`config.mk`:
```
export PLATFORM = sky130hd
export DESIGN_NAME = wdog_event_mgr
export DESIGN_NICKNAME = d
export VERILOG_FILES = /design/src/hw/wdog_pkg.sv /design/src/hw/pin_sync.sv /design/src/hw/ms_tick.sv /design/src/hw/wdog_event_mgr.sv
export SDC_FILE = /design/constraint.sdc
export NUM_CORES = 1
export LEC_CHECK = 0
export BUFFER_PORTS_ARGS = -buffer_cell sky130_fd_sc_hd__clkbuf_2
export CORE_MARGIN = 3
export CORE_UTILIZATION = 48
export CTS_CLUSTER_SIZE = 16
export DETAILED_ROUTE_END_ITERATION = 8
export PLACE_DENSITY = 0.67
export SYNTH_ARGS = -nofsm -noshare
export SYNTH_HDL_FRONTEND = slang
export SYNTH_SLANG_ARGS = --single-unit
```
`constraint.sdc`:
```
create_clock -name clk_i -period 5.6 [get_ports clk_i]
set_clock_uncertainty 0.05 [all_clocks]
set_input_delay 0.28 -clock clk_i [delete_from_list [all_inputs] [get_ports clk_i]]
set_output_delay 0.28 -clock clk_i [all_outputs]
set_load 0.02 [all_outputs]
```
`src/hw/wdog_pkg.sv`:
```
package wdog_pkg;

	// ****************************************
	// timing
	// ****************************************
	localparam int CLK_PERIOD_NS = 40;
	localparam int TICK_TIME_NS = 1000000;
	localparam int TICK_CYCLES = TICK_TIME_NS / CLK_PERIOD_NS;

	// ****************************************
	// field widths and limits
	// ****************************************
	localparam int PERIOD_SEL_W = 4;
	localparam int EXPIRY_W = 3;
	localparam int MS_COUNT_W = 16;
	localparam int PERIOD_W = 17;
	localparam logic [EXPIRY_W-1:0] EXPIRY_INC = 3'h2;
	localparam logic [EXPIRY_W-1:0] EXPIRY_DEC = 3'h1;
	localparam logic [EXPIRY_W-1:0] EXPIRY_MAX = 3'h7;
	localparam logic [EXPIRY_W-1:0] EXPIRY_MIN = 3'h0;
	localparam logic [EXPIRY_W-1:0] LIMIT_LOW = 3'h2;
	localparam logic [PERIOD_W-1:0] PERIOD_ONE = 17'h00001;

	// ****************************************
	// reset values
	// ****************************************
	localparam logic [PERIOD_SEL_W-1:0] RST_PERIOD_SEL = 4'h0;
	localparam logic [EXPIRY_W-1:0] RST_EXPIRY_LIMIT = 3'h0;
	localparam logic [EXPIRY_W-1:0] RST_EXPIRY_COUNT = 3'h0;
	localparam logic [MS_COUNT_W-1:0] RST_MS_COUNT = 16'h0000;
	localparam logic RST_TIMER_ENABLE = 1'b0;
	localparam logic RST_STANDBY_ENABLE = 1'b0;
	localparam logic RST_PIN_TYPE = 1'b0;
	localparam logic RST_FLAG = 1'b0;
	localparam logic PIN_IDLE = 1'b1;
	localparam logic PIN_TYPE_SOFT = 1'b0;
	localparam logic PIN_TYPE_HARD = 1'b1;

	// ****************************************
	// types
	// ****************************************
	typedef enum logic [1:0] {
		ST_WAIT = 2'b00,
		ST_RUN = 2'b01,
		ST_HALT = 2'b10
	} wd_state_t;

	typedef struct packed {
		logic period_wr;
		logic [PERIOD_SEL_W-1:0] period_data;
		logic limit_wr;
		logic [EXPIRY_W-1:0] limit_data;
		logic enable_wr;
		logic enable_data;
		logic secure_write;
		logic standby_wr;
		logic standby_data;
		logic pin_type_wr;
		logic pin_type_data;
		logic refresh_wr;
		logic refresh_data;
	} cfg_write_t;

	typedef struct packed {
		logic [PERIOD_SEL_W-1:0] period_sel;
		logic [EXPIRY_W-1:0] expiry_limit;
		logic timer_enable;
		logic standby_enable;
	} otp_default_t;

endpackage

```
`src/hw/pin_sync.sv`:
```
`timescale 1ns/10ps
module pin_sync #(
	parameter logic RESET_VAL = 1'b1
) (
	input wire logic clk_i,
	input wire logic rst_i,
	input wire logic pin_i,
	output logic level_o
);

	logic stage1;
	logic stage2;
	logic stage3;

	// ****************************************
	// three flops, change counts once two and three agree
	// ****************************************
	always_ff @(posedge clk_i or posedge rst_i) begin
		if (rst_i) begin
			stage1 <= RESET_VAL;
			stage2 <= RESET_VAL;
			stage3 <= RESET_VAL;
		end else begin
			stage1 <= pin_i;
			stage2 <= stage1;
			stage3 <= stage2;
		end
	end

	always_ff @(posedge clk_i or posedge rst_i) begin
		if (rst_i) begin
			level_o <= RESET_VAL;
		end else if (stage2 == stage3) begin
			level_o <= stage3;
		end
	end

endmodule

```
`src/hw/ms_tick.sv`:
```
`timescale 1ns/10ps
module ms_tick #(
	parameter int CYCLES = wdog_pkg::TICK_CYCLES
) (
	input wire logic clk_i,
	input wire logic rst_i,
	input wire logic clear_i,
	output logic tick_o
);

	localparam int CNT_W = (CYCLES > 1) ? $clog2(CYCLES) : 1;
	localparam logic [CNT_W-1:0] LAST = CNT_W'(CYCLES - 1);

	logic [CNT_W-1:0] count;

	// ****************************************
	// divider, restarted with every new count
	// ****************************************
	always_ff @(posedge clk_i or posedge rst_i) begin
		if (rst_i) begin
			count <= '0;
			tick_o <= 1'b0;
		end else if (clear_i) begin
			count <= '0;
			tick_o <= 1'b0;
		end else if (count == LAST) begin
			count <= '0;
			tick_o <= 1'b1;
		end else begin
			count <= count + CNT_W'(1);
			tick_o <= 1'b0;
		end
	end

endmodule

```
`src/hw/wdog_event_mgr.sv`:
```
`timescale 1ns/10ps
module wdog_event_mgr #(
	parameter int TICK_CYCLES = wdog_pkg::TICK_CYCLES
) (
	input wire logic clk_i,
	input wire logic rst_i,
	input wire logic host_fail_input_i,
	input wire logic off_mode_i,
	input wire logic system_on_i,
	input wire logic standby_i,
	input wire logic host_reset_out_released_i,
	input wire logic power_up_load_i,
	input wire logic secure_en_i,
	input wire logic window_mode_sel_i,
	input wire wdog_pkg::otp_default_t otp_i,
	input wire wdog_pkg::cfg_write_t cfg_i,
	output logic refresh_pending_flag_o,
	output logic [wdog_pkg::EXPIRY_W-1:0] expiry_counter_o,
	output logic [wdog_pkg::PERIOD_SEL_W-1:0] timer_period_sel_o,
	output logic [wdog_pkg::EXPIRY_W-1:0] expiry_limit_o,
	output logic timer_enable_o,
	output logic standby_timer_enable_o,
	output logic pin_event_reset_type_o,
	output logic [wdog_pkg::MS_COUNT_W-1:0] ms_count_o,
	output logic timer_running_o,
	output logic event_o,
	output logic event_hard_o,
	output logic event_soft_o
);

	// ****************************************
	// declarations
	// ****************************************
	wdog_pkg::wd_state_t state;
	wdog_pkg::wd_state_t next_state;
	logic loaded;
	logic armed;
	logic pin_level;
	logic pin_prev;
	logic tick;
	logic active;
	logic load_now;
	logic period_change;
	logic enable_write_ok;
	logic [wdog_pkg::PERIOD_W-1:0] period;
	logic [wdog_pkg::MS_COUNT_W-1:0] period_last;
	logic [wdog_pkg::MS_COUNT_W-1:0] period_half;
	logic expire;
	logic clear_req;
	logic in_window;
	logic refresh_ok;
	logic refresh_bad;
	logic [wdog_pkg::EXPIRY_W-1:0] next_expiry;
	logic internal_event;
	logic pin_event;

	// ****************************************
	// host fail pin synchroniser
	// ****************************************
	pin_sync #(
		.RESET_VAL(wdog_pkg::PIN_IDLE)
	) u_pin_sync (
		.clk_i(clk_i),
		.rst_i(rst_i),
		.pin_i(host_fail_input_i),
		.level_o(pin_level)
	);

	always_ff @(posedge clk_i or posedge rst_i) begin
		if (rst_i) begin
			pin_prev <= wdog_pkg::PIN_IDLE;
		end else begin
			pin_prev <= pin_level;
		end
	end

	// falling edge of the filtered pin, ignored in off modes
	assign pin_event = pin_prev && !pin_level && !off_mode_i;

	// ****************************************
	// millisecond tick
	// ****************************************
	// divider held clear until the count is armed
	ms_tick #(
		.CYCLES(TICK_CYCLES)
	) u_ms_tick (
		.clk_i(clk_i),
		.rst_i(rst_i),
		.clear_i(!armed),
		.tick_o(tick)
	);

	// ****************************************
	// configuration bits
	// ****************************************
	// otp defaults win over writes in a load cycle
	assign load_now = !loaded || power_up_load_i;
	// enable writes need the secure flag while secure writes are in force
	assign enable_write_ok = cfg_i.enable_wr && (!secure_en_i || cfg_i.secure_write);

	always_ff @(posedge clk_i or posedge rst_i) begin
		if (rst_i) begin
			loaded <= 1'b0;
		end else begin
			loaded <= 1'b1;
		end
	end

	always_ff @(posedge clk_i or posedge rst_i) begin
		if (rst_i) begin
			timer_period_sel_o <= wdog_pkg::RST_PERIOD_SEL;
		end else if (load_now) begin
			timer_period_sel_o <= otp_i.period_sel;
		end else if (cfg_i.period_wr) begin
			timer_period_sel_o <= cfg_i.period_data;
		end
	end

	always_ff @(posedge clk_i or posedge rst_i) begin
		if (rst_i) begin
			expiry_limit_o <= wdog_pkg::RST_EXPIRY_LIMIT;
		end else if (load_now) begin
			expiry_limit_o <= otp_i.expiry_limit;
		end else if (cfg_i.limit_wr) begin
			expiry_limit_o <= cfg_i.limit_data;
		end
	end

	always_ff @(posedge clk_i or posedge rst_i) begin
		if (rst_i) begin
			timer_enable_o <= wdog_pkg::RST_TIMER_ENABLE;
		end else if (load_now) begin
			timer_enable_o <= otp_i.timer_enable;
		end else if (enable_write_ok) begin
			timer_enable_o <= cfg_i.enable_data;
		end
	end

	always_ff @(posedge clk_i or posedge rst_i) begin
		if (rst_i) begin
			standby_timer_enable_o <= wdog_pkg::RST_STANDBY_ENABLE;
		end else if (load_now) begin
			standby_timer_enable_o <= otp_i.standby_enable;
		end else if (cfg_i.standby_wr) begin
			standby_timer_enable_o <= cfg_i.standby_data;
		end
	end

	always_ff @(posedge clk_i or posedge rst_i) begin
		if (rst_i) begin
			pin_event_reset_type_o <= wdog_pkg::RST_PIN_TYPE;
		end else if (cfg_i.pin_type_wr) begin
			pin_event_reset_type_o <= cfg_i.pin_type_data;
		end
	end

	// ****************************************
	// period decode and window
	// ****************************************
	// period in ms, its last count and its half point
	assign period = wdog_pkg::PERIOD_ONE << timer_period_sel_o;
	assign period_last = wdog_pkg::MS_COUNT_W'(period - wdog_pkg::PERIOD_ONE);
	assign period_half = wdog_pkg::MS_COUNT_W'(period >> 1);

	// window mode off accepts anywhere, on only in the second half
	assign in_window = !window_mode_sel_i || (ms_count_o >= period_half);

	// ****************************************
	// timer control terms
	// ****************************************
	// runs only in run state, enabled, and not gated by standby
	assign active = (state == wdog_pkg::ST_RUN) && timer_enable_o
		&& !(standby_i && !standby_timer_enable_o);

	assign period_change = cfg_i.period_wr && !load_now && system_on_i
		&& (cfg_i.period_data != timer_period_sel_o);

	// expiry on the tick that ends the last millisecond
	assign expire = active && armed && tick && (ms_count_o == period_last);

	// a zero write or a clear of a clear flag does nothing
	assign clear_req = active && armed && cfg_i.refresh_wr && cfg_i.refresh_data
		&& refresh_pending_flag_o;

	// an expiry in the same cycle as a clear wins
	assign refresh_ok = clear_req && in_window && !expire;
	assign refresh_bad = expire || (clear_req && !in_window);

	// ****************************************
	// expiry counter arithmetic
	// ****************************************
	always_comb begin
		next_expiry = expiry_counter_o;
		if (refresh_bad) begin
			if (expiry_counter_o > (wdog_pkg::EXPIRY_MAX - wdog_pkg::EXPIRY_INC)) begin
				next_expiry = wdog_pkg::EXPIRY_MAX;
			end else begin
				next_expiry = expiry_counter_o + wdog_pkg::EXPIRY_INC;
			end
		end else if (refresh_ok) begin
			if (expiry_counter_o == wdog_pkg::EXPIRY_MIN) begin
				next_expiry = wdog_pkg::EXPIRY_MIN;
			end else begin
				next_expiry = expiry_counter_o - wdog_pkg::EXPIRY_DEC;
			end
		end
	end

	assign internal_event = (refresh_bad || refresh_ok)
		&& ((next_expiry == expiry_limit_o)
		|| (refresh_bad && (expiry_limit_o <= wdog_pkg::LIMIT_LOW)));

	// ****************************************
	// state machine
	// ****************************************
	always_comb begin
		next_state = state;
		case (state)
			wdog_pkg::ST_WAIT: begin
				if (host_reset_out_released_i) begin
					next_state = wdog_pkg::ST_RUN;
				end
			end
			wdog_pkg::ST_RUN: begin
				if (internal_event) begin
					next_state = wdog_pkg::ST_HALT;
				end
			end
			// halt holds until an off mode
			wdog_pkg::ST_HALT: begin
				next_state = wdog_pkg::ST_HALT;
			end
			default: begin
				next_state = wdog_pkg::ST_WAIT;
			end
		endcase
		if (off_mode_i) begin
			next_state = wdog_pkg::ST_WAIT;
		end
	end

	always_ff @(posedge clk_i or posedge rst_i) begin
		if (rst_i) begin
			state <= wdog_pkg::ST_WAIT;
		end else begin
			state <= next_state;
		end
	end

	// ****************************************
	// timer count and refresh flag
	// ****************************************
	always_ff @(posedge clk_i or posedge rst_i) begin
		if (rst_i) begin
			armed <= 1'b0;
			ms_count_o <= wdog_pkg::RST_MS_COUNT;
			refresh_pending_flag_o <= wdog_pkg::RST_FLAG;
		end else if (off_mode_i) begin
			armed <= 1'b0;
			ms_count_o <= wdog_pkg::RST_MS_COUNT;
			refresh_pending_flag_o <= wdog_pkg::RST_FLAG;
		end else if (!active) begin
			armed <= 1'b0;
			ms_count_o <= wdog_pkg::RST_MS_COUNT;
		end else if (!armed) begin
			// new count: arm, restart count, set flag
			armed <= 1'b1;
			ms_count_o <= wdog_pkg::RST_MS_COUNT;
			refresh_pending_flag_o <= 1'b1;
		end else if (refresh_ok) begin
			armed <= 1'b0;
			ms_count_o <= wdog_pkg::RST_MS_COUNT;
			refresh_pending_flag_o <= 1'b0;
		end else if (refresh_bad || period_change) begin
			armed <= 1'b0;
			ms_count_o <= wdog_pkg::RST_MS_COUNT;
		end else if (tick) begin
			ms_count_o <= ms_count_o + wdog_pkg::MS_COUNT_W'(1);
		end
	end

	// registered view of the gated timer
	always_ff @(posedge clk_i or posedge rst_i) begin
		if (rst_i) begin
			timer_running_o <= 1'b0;
		end else begin
			timer_running_o <= active && !off_mode_i;
		end
	end

	// ****************************************
	// expiry counter register
	// ****************************************
	always_ff @(posedge clk_i or posedge rst_i) begin
		if (rst_i) begin
			expiry_counter_o <= wdog_pkg::RST_EXPIRY_COUNT;
		end else if (off_mode_i) begin
			expiry_counter_o <= wdog_pkg::RST_EXPIRY_COUNT;
		end else begin
			// moves only on a refresh or a failure
			expiry_counter_o <= next_expiry;
		end
	end

	// ****************************************
	// event outputs
	// ****************************************
	always_ff @(posedge clk_i or posedge rst_i) begin
		if (rst_i) begin
			event_o <= 1'b0;
			event_hard_o <= 1'b0;
			event_soft_o <= 1'b0;
		end else begin
			event_o <= internal_event || pin_event;
			// internal event is always hard and drops a same-cycle soft pulse
			event_hard_o <= internal_event
				|| (pin_event && (pin_event_reset_type_o == wdog_pkg::PIN_TYPE_HARD));
			event_soft_o <= !internal_event && pin_event
				&& (pin_event_reset_type_o == wdog_pkg::PIN_TYPE_SOFT);
		end
	end

endmodule

```
==> reports/qor.csv, run 1 <==
stage,metric,value,unit
cells_and_area,layout cell share with drive strength beyond 1,0.198,
sta,Slew headroom,0.458,
sta,maximum clock frequency,214,MHz
floorplanning,DIE AREA,9630,µm²
sta,final setup vio count,0,
place,hpwl dp,7100,µm
logic_synthesis,Post-Syn Nets,524,
cells_and_area,"Area growth, synth to finish",15.4,%
logic_synthesis,Synth top area share,0.331,
clocking,Clock transition at path regs,60,ps
clocking,CTS max path bufs,2,
worst_setup_path,Setup crit end kind,flop,
logic_synthesis,synthesized flop and latch total,59,
global_route,initial antenna violation count,0,
clocking,Num CTS Buffers,9,
routing,drt pass-1 iters,4,
routing,Residual DRC,0,
global_route,wire length of the first global-routing pass,16500,µm
cells_and_area,number of antenna diodes,0,
power_and_ir_drop,worst vdd ir,0.216,mV
cells_and_area,nets,586,
logic_synthesis,dominant synthesized flop cell,dfrtp_1,
global_route,largest net degree at the start of global routing,60,
worst_setup_path,critical-path cell list,nor2b_1 -> nand2_1 -> ha_1 -> nor4b_1 -> a2111oi_0 -> nand4b_1 -> a2111oi_4 -> o2111ai_4 -> nand2_1 -> a41oi_2 -> xnor2_1 -> nand4_1 -> a32oi_2 -> mux2i_1,
floorplanning,Rows,32,
cells_and_area,"Core Util, Final",0.590,
sta,max-slew violation count,0,
cells_and_area,"most common cell after layout, fill and taps aside",clkbuf_2,
sta,Fin. Hold Viols,0,
global_route,number of global-route vias before repair,3305,
sta,ratio of final minimum period to clock period,0.835,
flow_run,max_cap viols,0,
logic_synthesis,Mapped Cells,462,
hold_path,Hold Crit Class,primary input to asynchronous set/reset pin,
place,DP Cell Count,614,
cells_and_area,fill count,715,
clocking,Clock Tree Root,clkbuf_8,
cells_and_area,Final Non-Filler Cells,631,
clocking,Max H-tree Level,3,
worst_setup_path,critical path's most frequent cell,nand2_1,
worst_setup_path,CP required,5800,ps
worst_setup_path,Reg-to-Reg Start,timer_period_sel_o[0]$_DFFE_PP0P_,
worst_setup_path,Worst setup SP type,flop,
clocking,CTS tree,done,
routing,drt total wl,9600,µm
routing,Via density,5.52,
global_route,total track usage,0.208,
logic_synthesis,Post-Syn Area,4080,µm²
logic_synthesis,synth unique cells,67,
place,IO Port Bufs,70,
logic_synthesis,number of synthesized flops with an enable pin,0,
sta,Sum Neg Setup Slack,0,ps
worst_setup_path,Worst EP arrival,4880,ps
clocking,# clock sinks,59,
logic_synthesis,synthesized area per cell,8.82,µm²
sta,Slew @ Worst Pin,813,ps
logic_synthesis,post-synthesis sequential area ratio,0.364,
place,RD Place Congestion,0.835,
sta,post-layout minimum cycle time,4680,ps
power_and_ir_drop,PD cells,237,nW/µm²
floorplanning,Core ar.,7970,µm²
cells_and_area,most frequent cells in the layout,"clkbuf_2 (70), dfrtp_1 (54), nor2_1 (50), nand2_1 (49), o21ai_0 (27)",
logic_synthesis,post-synth top area cell,dfrtp_1,
routing,Initial DRC Count,173,
floorplanning,die height,98.2,µm
logic_synthesis,largest cells by area after synthesis,"dfrtp_1 (33%), ha_1 (7.7%), nor2_1 (4.6%)",
logic_synthesis,Async SR Flop Fraction,1.00,
floorplanning,IO Pins,71,
floorplanning,Die X,98.2,µm
worst_setup_path,largest fanout on the critical path,23,
status,outcome,finished clean,
worst_setup_path,Max stage delay on crit path,790,ps
routing,Vias,3485,
power_and_ir_drop,Lkg Pwr,2.13,nW
worst_setup_path,Worst Setup SP,timer_period_sel_o[0]$_DFFE_PP0P_,
sta,RSZ-0062 raised after global routing,false,
worst_setup_path,"Largest delay share family, worst path",compound AO/OA/AOI/OAI gates,
clocking,Post-CTS Setup Repair Bufs,0,
floorplanning,Starting Density,0.512,
logic_synthesis,YS warnings,0,
routing,post-route ant nets,0,
clocking,clk_lat worst skew,330,ps
worst_setup_path,Worst Path Buf+Inv,0,
global_route,GRT overflow,0,
routing,drt wl/cell,15.2,µm
worst_setup_path,Setup CP Type,flop to flop,
worst_setup_path,slowest CP cell,dfrtp_1,
## synth_stat cells, drive strengths merged, types with 3 or more instances
| library cell | instances |
|---|---|
| a21o | 3 |
| or4 | 3 |
| xor2 | 20 |
| buf | 10 |
| clkbuf | 12 |
| or3 | 4 |
| o211ai | 4 |
| mux2i | 14 |
| nand3 | 25 |
| nand4 | 6 |
| dfrtp | 54 |
| o21ai | 30 |
| xnor2 | 16 |
| nor2b | 10 |
| a31oi | 5 |
| nand2 | 49 |
| dfstp | 5 |
| ha | 25 |
| nor2 | 50 |
| nor4b | 4 |
| inv | 18 |
| nand2b | 9 |
| and2 | 7 |
| o21a | 3 |
| and3 | 12 |
| nor3 | 7 |
| a21oi | 17 |
| a32oi | 3 |
## worst reg2reg max path, delay by kind of cell, from the launching register on
family / cells / cell delay, ps
multiplexers: 1 / 220
AO/OA/AOI/OAI: 5 / 1500
AND/OR/NAND/NOR: 6 / 1360
adder cells (fa/ha/maj): 1 / 440
XOR/XNOR: 1 / 230
flip-flops: 1 / 790
## final cells by class
type | instances | area [µm²] | area share
well taps | 102 | 128 | 0.0271
repair buffers | 73 | 375 | 0.0798
multi-input cells | 363 | 2420 | 0.515
inverters | 18 | 67.6 | 0.0144
flip-flops and latches | 59 | 1480 | 0.315
clock inverters | 4 | 72.6 | 0.0154
clock buffers | 12 | 155 | 0.0330
## per-layer routing
metal	share of wire	global-route usage
met5	0	0
met4	0.013	0.0609
met3	0.050	0.0479
met2	0.45	0.305
met1	0.49	0.306
## state kept, by name (all words and copies together), names as in the netlist, 2 cells and up
name	cells
ms_count_o	16
expiry_counter_o	3
expiry_limit_o	3
timer_period_sel_o	4
state	2
u_ms_tick.count	15
## through the flow
stage | total power, mW | hold WS, ps | setup slack (ps) | instance area, µm²
6_report | 1.11 | 97.2 | 923 | 4700
5_1_grt | 1.18 | 103 | 471 | 4700
4_1_cts | 1.13 | 91.2 | 985 | 4700
3_5_place_dp | 0.678 | 299 | 1020 | 4470
3_3_place_gp | 0.673 | 298 | 1220 | 4470
2_1_floorplan | 0.625 | 234 | 1390 | 4080
## worst paths after layout
path	end	slack, ps	cells past startpoint
setup / recovery	state[0]$_DFFE_PP0P_	920	14
hold / removal	u_ms_tick.count[0]$_DFF_PP0_	100	3
setup reg to reg	state[0]$_DFFE_PP0P_	920	14
hold reg to reg	u_pin_sync.stage2$_DFF_PP1_	310	0
max in group asynchronous	u_ms_tick.count[2]$_DFF_PP0_	4930	3
min in group clk_i	standby_timer_enable_o$_DFFE_PP0P_	110	3
## kinds of logic after synthesis
family	synth area share
AOI/OAI and AO/OA	0.146
xor gates and xnor gates	0.0792
adders and majority gates	0.0792
buffers and inverters	0.0417
DFF	0.364
muxes	0.0399
other	0.000920
and+or+nand+nor	0.249
## repair_timing
action	in CTS	in global routing
resized for setup	0	0
hold buffers	1	0
hold endpoints to repair	1	0
endpoints found under the setup margin	0	0
## power by group
part	switching (mW)	leakage [nW]	total (mW)	internal, mW
combinational	0.115	1.24	0.197	0.0822
sequential	0.0260	0.781	0.473	0.447
clock	0.170	0.113	0.444	0.274
total	0.311	2.13	1.11	0.804
Power figures use the tool's default switching activity.
==> run 2, diff against run 1 <==
PLACE_DENSITY = 0.7   (was 0.67)
clock period = 4 ns   (was 5.6 ns; I/O delays follow)
==> run 2 against run 1 <==
- the flow now finishes with violations (hold timing, setup timing)
- combinational power rose by 77%
- critical path depth is 1 higher
- maximum frequency increased by 17%
- via count up 6.0%
- clock power up 20%
- cell count grew 3.0%
- total power rose by 37%
- sequential power grew 37%
- global-route usage increased by 0.41 points
- first-iteration DRC count rose by 110%
- register-to-register slack worse by 940 ps
- critical path type unchanged
- largest power group unchanged
==> reports/qor.csv, run 2 (same netlist as run 1, synthesis figures left out) <==
stage,metric,value,unit,change
worst_setup_path,Worst EP arrival,4220,ps,was 4880 ps
clocking,Clock transition at path regs,70,ps,was 60 ps
worst_setup_path,worst r2r path cells,15,,was 14
floorplanning,Starting Density,0.512,,unchanged
cells_and_area,"Area growth, synth to finish",20.6,%,was 15.4%
power_and_ir_drop,NetSw,0.468,mW,was 0.311 mW
cells_and_area,Final Non-Filler Cells,650,,was 631
sta,Fin. Hold Viols,8,,was 0
global_route,initial antenna violation count,0,,unchanged
clocking,Num CTS Buffers,9,,unchanged
power_and_ir_drop,Reg power frac,0.424,,was 0.425
worst_setup_path,Setup CP Type,flop to flop,,unchanged
sta,maximum clock frequency,249,MHz,was 214 MHz
sta,final worst slack,-12.8,ps,was 923 ps
routing,drt total wl,10200,µm,was 9600 µm
sta,post-layout minimum cycle time,4010,ps,was 4680 ps
clocking,Clock Tree Root,clkbuf_8,,unchanged
clocking,CTS max path bufs,2,,unchanged
power_and_ir_drop,Comb pwr share,0.228,,was 0.177
cells_and_area,layout cell share with drive strength beyond 1,0.246,,was 0.198
hold_path,Hold Crit Class,primary input to asynchronous set/reset pin,,unchanged
floorplanning,Rows,32,,unchanged
power_and_ir_drop,Lkg Pwr,2.25,nW,was 2.13 nW
cells_and_area,"most common cell after layout, fill and taps aside",clkbuf_2,,unchanged
cells_and_area,max FFs per register,16,,unchanged
place,hpwl dp,7260,µm,was 7100 µm
cells_and_area,nets,605,,was 586
worst_setup_path,r2r endpoint,state[0]$_DFFE_PP0P_,,unchanged
floorplanning,Core ar.,7970,µm²,unchanged
cells_and_area,Largest Register,ms_count_o,,unchanged
cells_and_area,most frequent cells in the layout,"clkbuf_2 (70), dfrtp_1 (54), nor2_1 (50), nand2_1 (49), o21ai_0 (27)",,unchanged
sta,ratio of final minimum period to clock period,1.00,,was 0.835
place,IO Port Bufs,70,,unchanged
cells_and_area,number of antenna diodes,0,,unchanged
power_and_ir_drop,worst vdd ir,0.265,mV,was 0.216 mV
power_and_ir_drop,clock power share,0.347,,was 0.398
power_and_ir_drop,PD cells,311,nW/µm²,was 237 nW/µm²
floorplanning,IO Pins,71,,unchanged
routing,drt wl/cell,15.7,µm,was 15.2 µm
place,DP Cell Count,624,,was 614
sta,hold slack,-8.88,ps,was 97.2 ps
clocking,clk_lat worst skew,330,ps,about the same
clocking,# clock sinks,59,,unchanged
power_and_ir_drop,sw frac,0.306,,was 0.279
status,violated checks,"hold timing, setup timing",,
status,outcome,"complete, but fails checks",,was finished clean
global_route,largest net degree at the start of global routing,60,,unchanged
floorplanning,Die X,98.2,µm,unchanged
sta,RSZ-0062 raised after global routing,true,,was false
cells_and_area,biggest regs,"ms_count_o: 16 flops, u_ms_tick.count: 15 flops, timer_period_sel_o: 4 flops",,unchanged
worst_setup_path,largest fanout on the critical path,7,,was 23
sta,max-slew violation count,0,,unchanged
sta,Slew headroom,0.516,,was 0.458
clocking,CTS tree,done,,unchanged
worst_setup_path,CP required,4200,ps,was 5800 ps
flow_run,max_cap viols,0,,unchanged
routing,Via density,5.68,,was 5.52
clocking,Max H-tree Level,3,,unchanged
global_route,GRT overflow,0,,unchanged
worst_setup_path,R2R Setup Slk,-10,ps,was 920 ps
routing,post-route ant nets,0,,unchanged
worst_setup_path,Worst Setup SP,timer_period_sel_o[3]$_DFFE_PP0P_,,was timer_period_sel_o[0]$_DFFE_PP0P_
place,RD Place Congestion,0.868,,was 0.835
routing,Initial DRC Count,361,,was 173
routing,drt pass-1 iters,5,,was 4
worst_setup_path,Reg-to-Reg Start,timer_period_sel_o[3]$_DFFE_PP0P_,,was timer_period_sel_o[0]$_DFFE_PP0P_
global_route,wire length of the first global-routing pass,16800,µm,was 16500 µm
sta,Slew @ Worst Pin,726,ps,was 813 ps
power_and_ir_drop,Internal,1.06,mW,was 0.804 mW
global_route,total track usage,0.212,,was 0.208
global_route,number of global-route vias before repair,3517,,was 3305
worst_setup_path,Setup crit end kind,flop,,unchanged
cells_and_area,"Core Util, Final",0.617,,was 0.590
floorplanning,DIE AREA,9630,µm²,unchanged
routing,Vias,3694,,was 3485
floorplanning,die height,98.2,µm,unchanged
worst_setup_path,Worst setup SP type,flop,,unchanged
routing,Residual DRC,0,,unchanged
sta,final setup vio count,2,,was 0
run 2: worst max path at each step:
stage | end | slack, ps | depth (start not counted)
floorplan | state[0]$_DFFE_PP0P_ | 20 | 18
CTS | state[0]$_DFFE_PP0P_ | 8 | 13
global route | state[0]$_DFFE_PP0P_ | -190 | 15
global placement | state[0]$_DFFE_PP0P_ | 190 | 14
finish | state[0]$_DFFE_PP0P_ | -10 | 15
detailed placement | state[1]$_DFFE_PP0P_ | 40 | 13
run 2: power by group through the flow:
stage / Clock [mW] / Combinational, mW / Sequential (mW)
after floorplan: 0 / 0.208 / 0.671
after global placement: 0 / 0.301 / 0.658
after detailed placement: 0 / 0.307 / 0.659
after CTS: 0.544 / 0.312 / 0.649
after global routing: 0.570 / 0.385 / 0.652
final: 0.531 / 0.349 / 0.649
run 2: metrics by stage:
stage	TNS, ps	total power, mW	area [µm²]	setup WS (ps)
after floorplan	0	0.878	4090	16.7
after global placement	0	0.959	4550	190
after detailed placement	0	0.966	4550	35.9
after CTS	0	1.51	4750	7.73
after global routing	-524	1.61	4920	-192
final	-18.0	1.53	4920	-12.8
run 2: cell type report:
class	instances	area (µm²)
repair buffers	92	556
clock inverters	7	68.8
fillers	707	3050
flip-flops and latches	59	1480
clock buffers	9	124
multi-input cells	363	2490
well taps	102	128
inverters	18	67.6
run 2: timing repair:
action / CTS / global route
gates resized for setup: 0 / 14
setup buffers: 0 / 8
hold buffers: 1 / 0
endpoints found under the hold margin: 1 / 0
endpoints found under the setup margin: 0 / 5
run 2: layer usage:
layer | vias to the layer above | wire length (µm) | global-route usage | part of all wire
met5 | - | 0 | 0 | 0
met4 | 0 | 214 | 0.0819 | 0.021
met3 | 22 | 493 | 0.0321 | 0.048
met2 | 113 | 4820 | 0.328 | 0.47
met1 | 1773 | 4710 | 0.300 | 0.46
li1 | 1786 | - | - | -
run 2: critical path: stages (launching register included):
cell	delay, ps
dfrtp_1	390
or4_4	570
ha_4	210
buf_12	130
buf_8	120
nor2b_4	120
a32oi_1	250
nand4b_1	210
a2111oi_4	440
o2111ai_4	240
and3_4	240
a41oi_2	180
xnor2_1	160
nand4_1	120
a32oi_2	280
mux2i_1	220
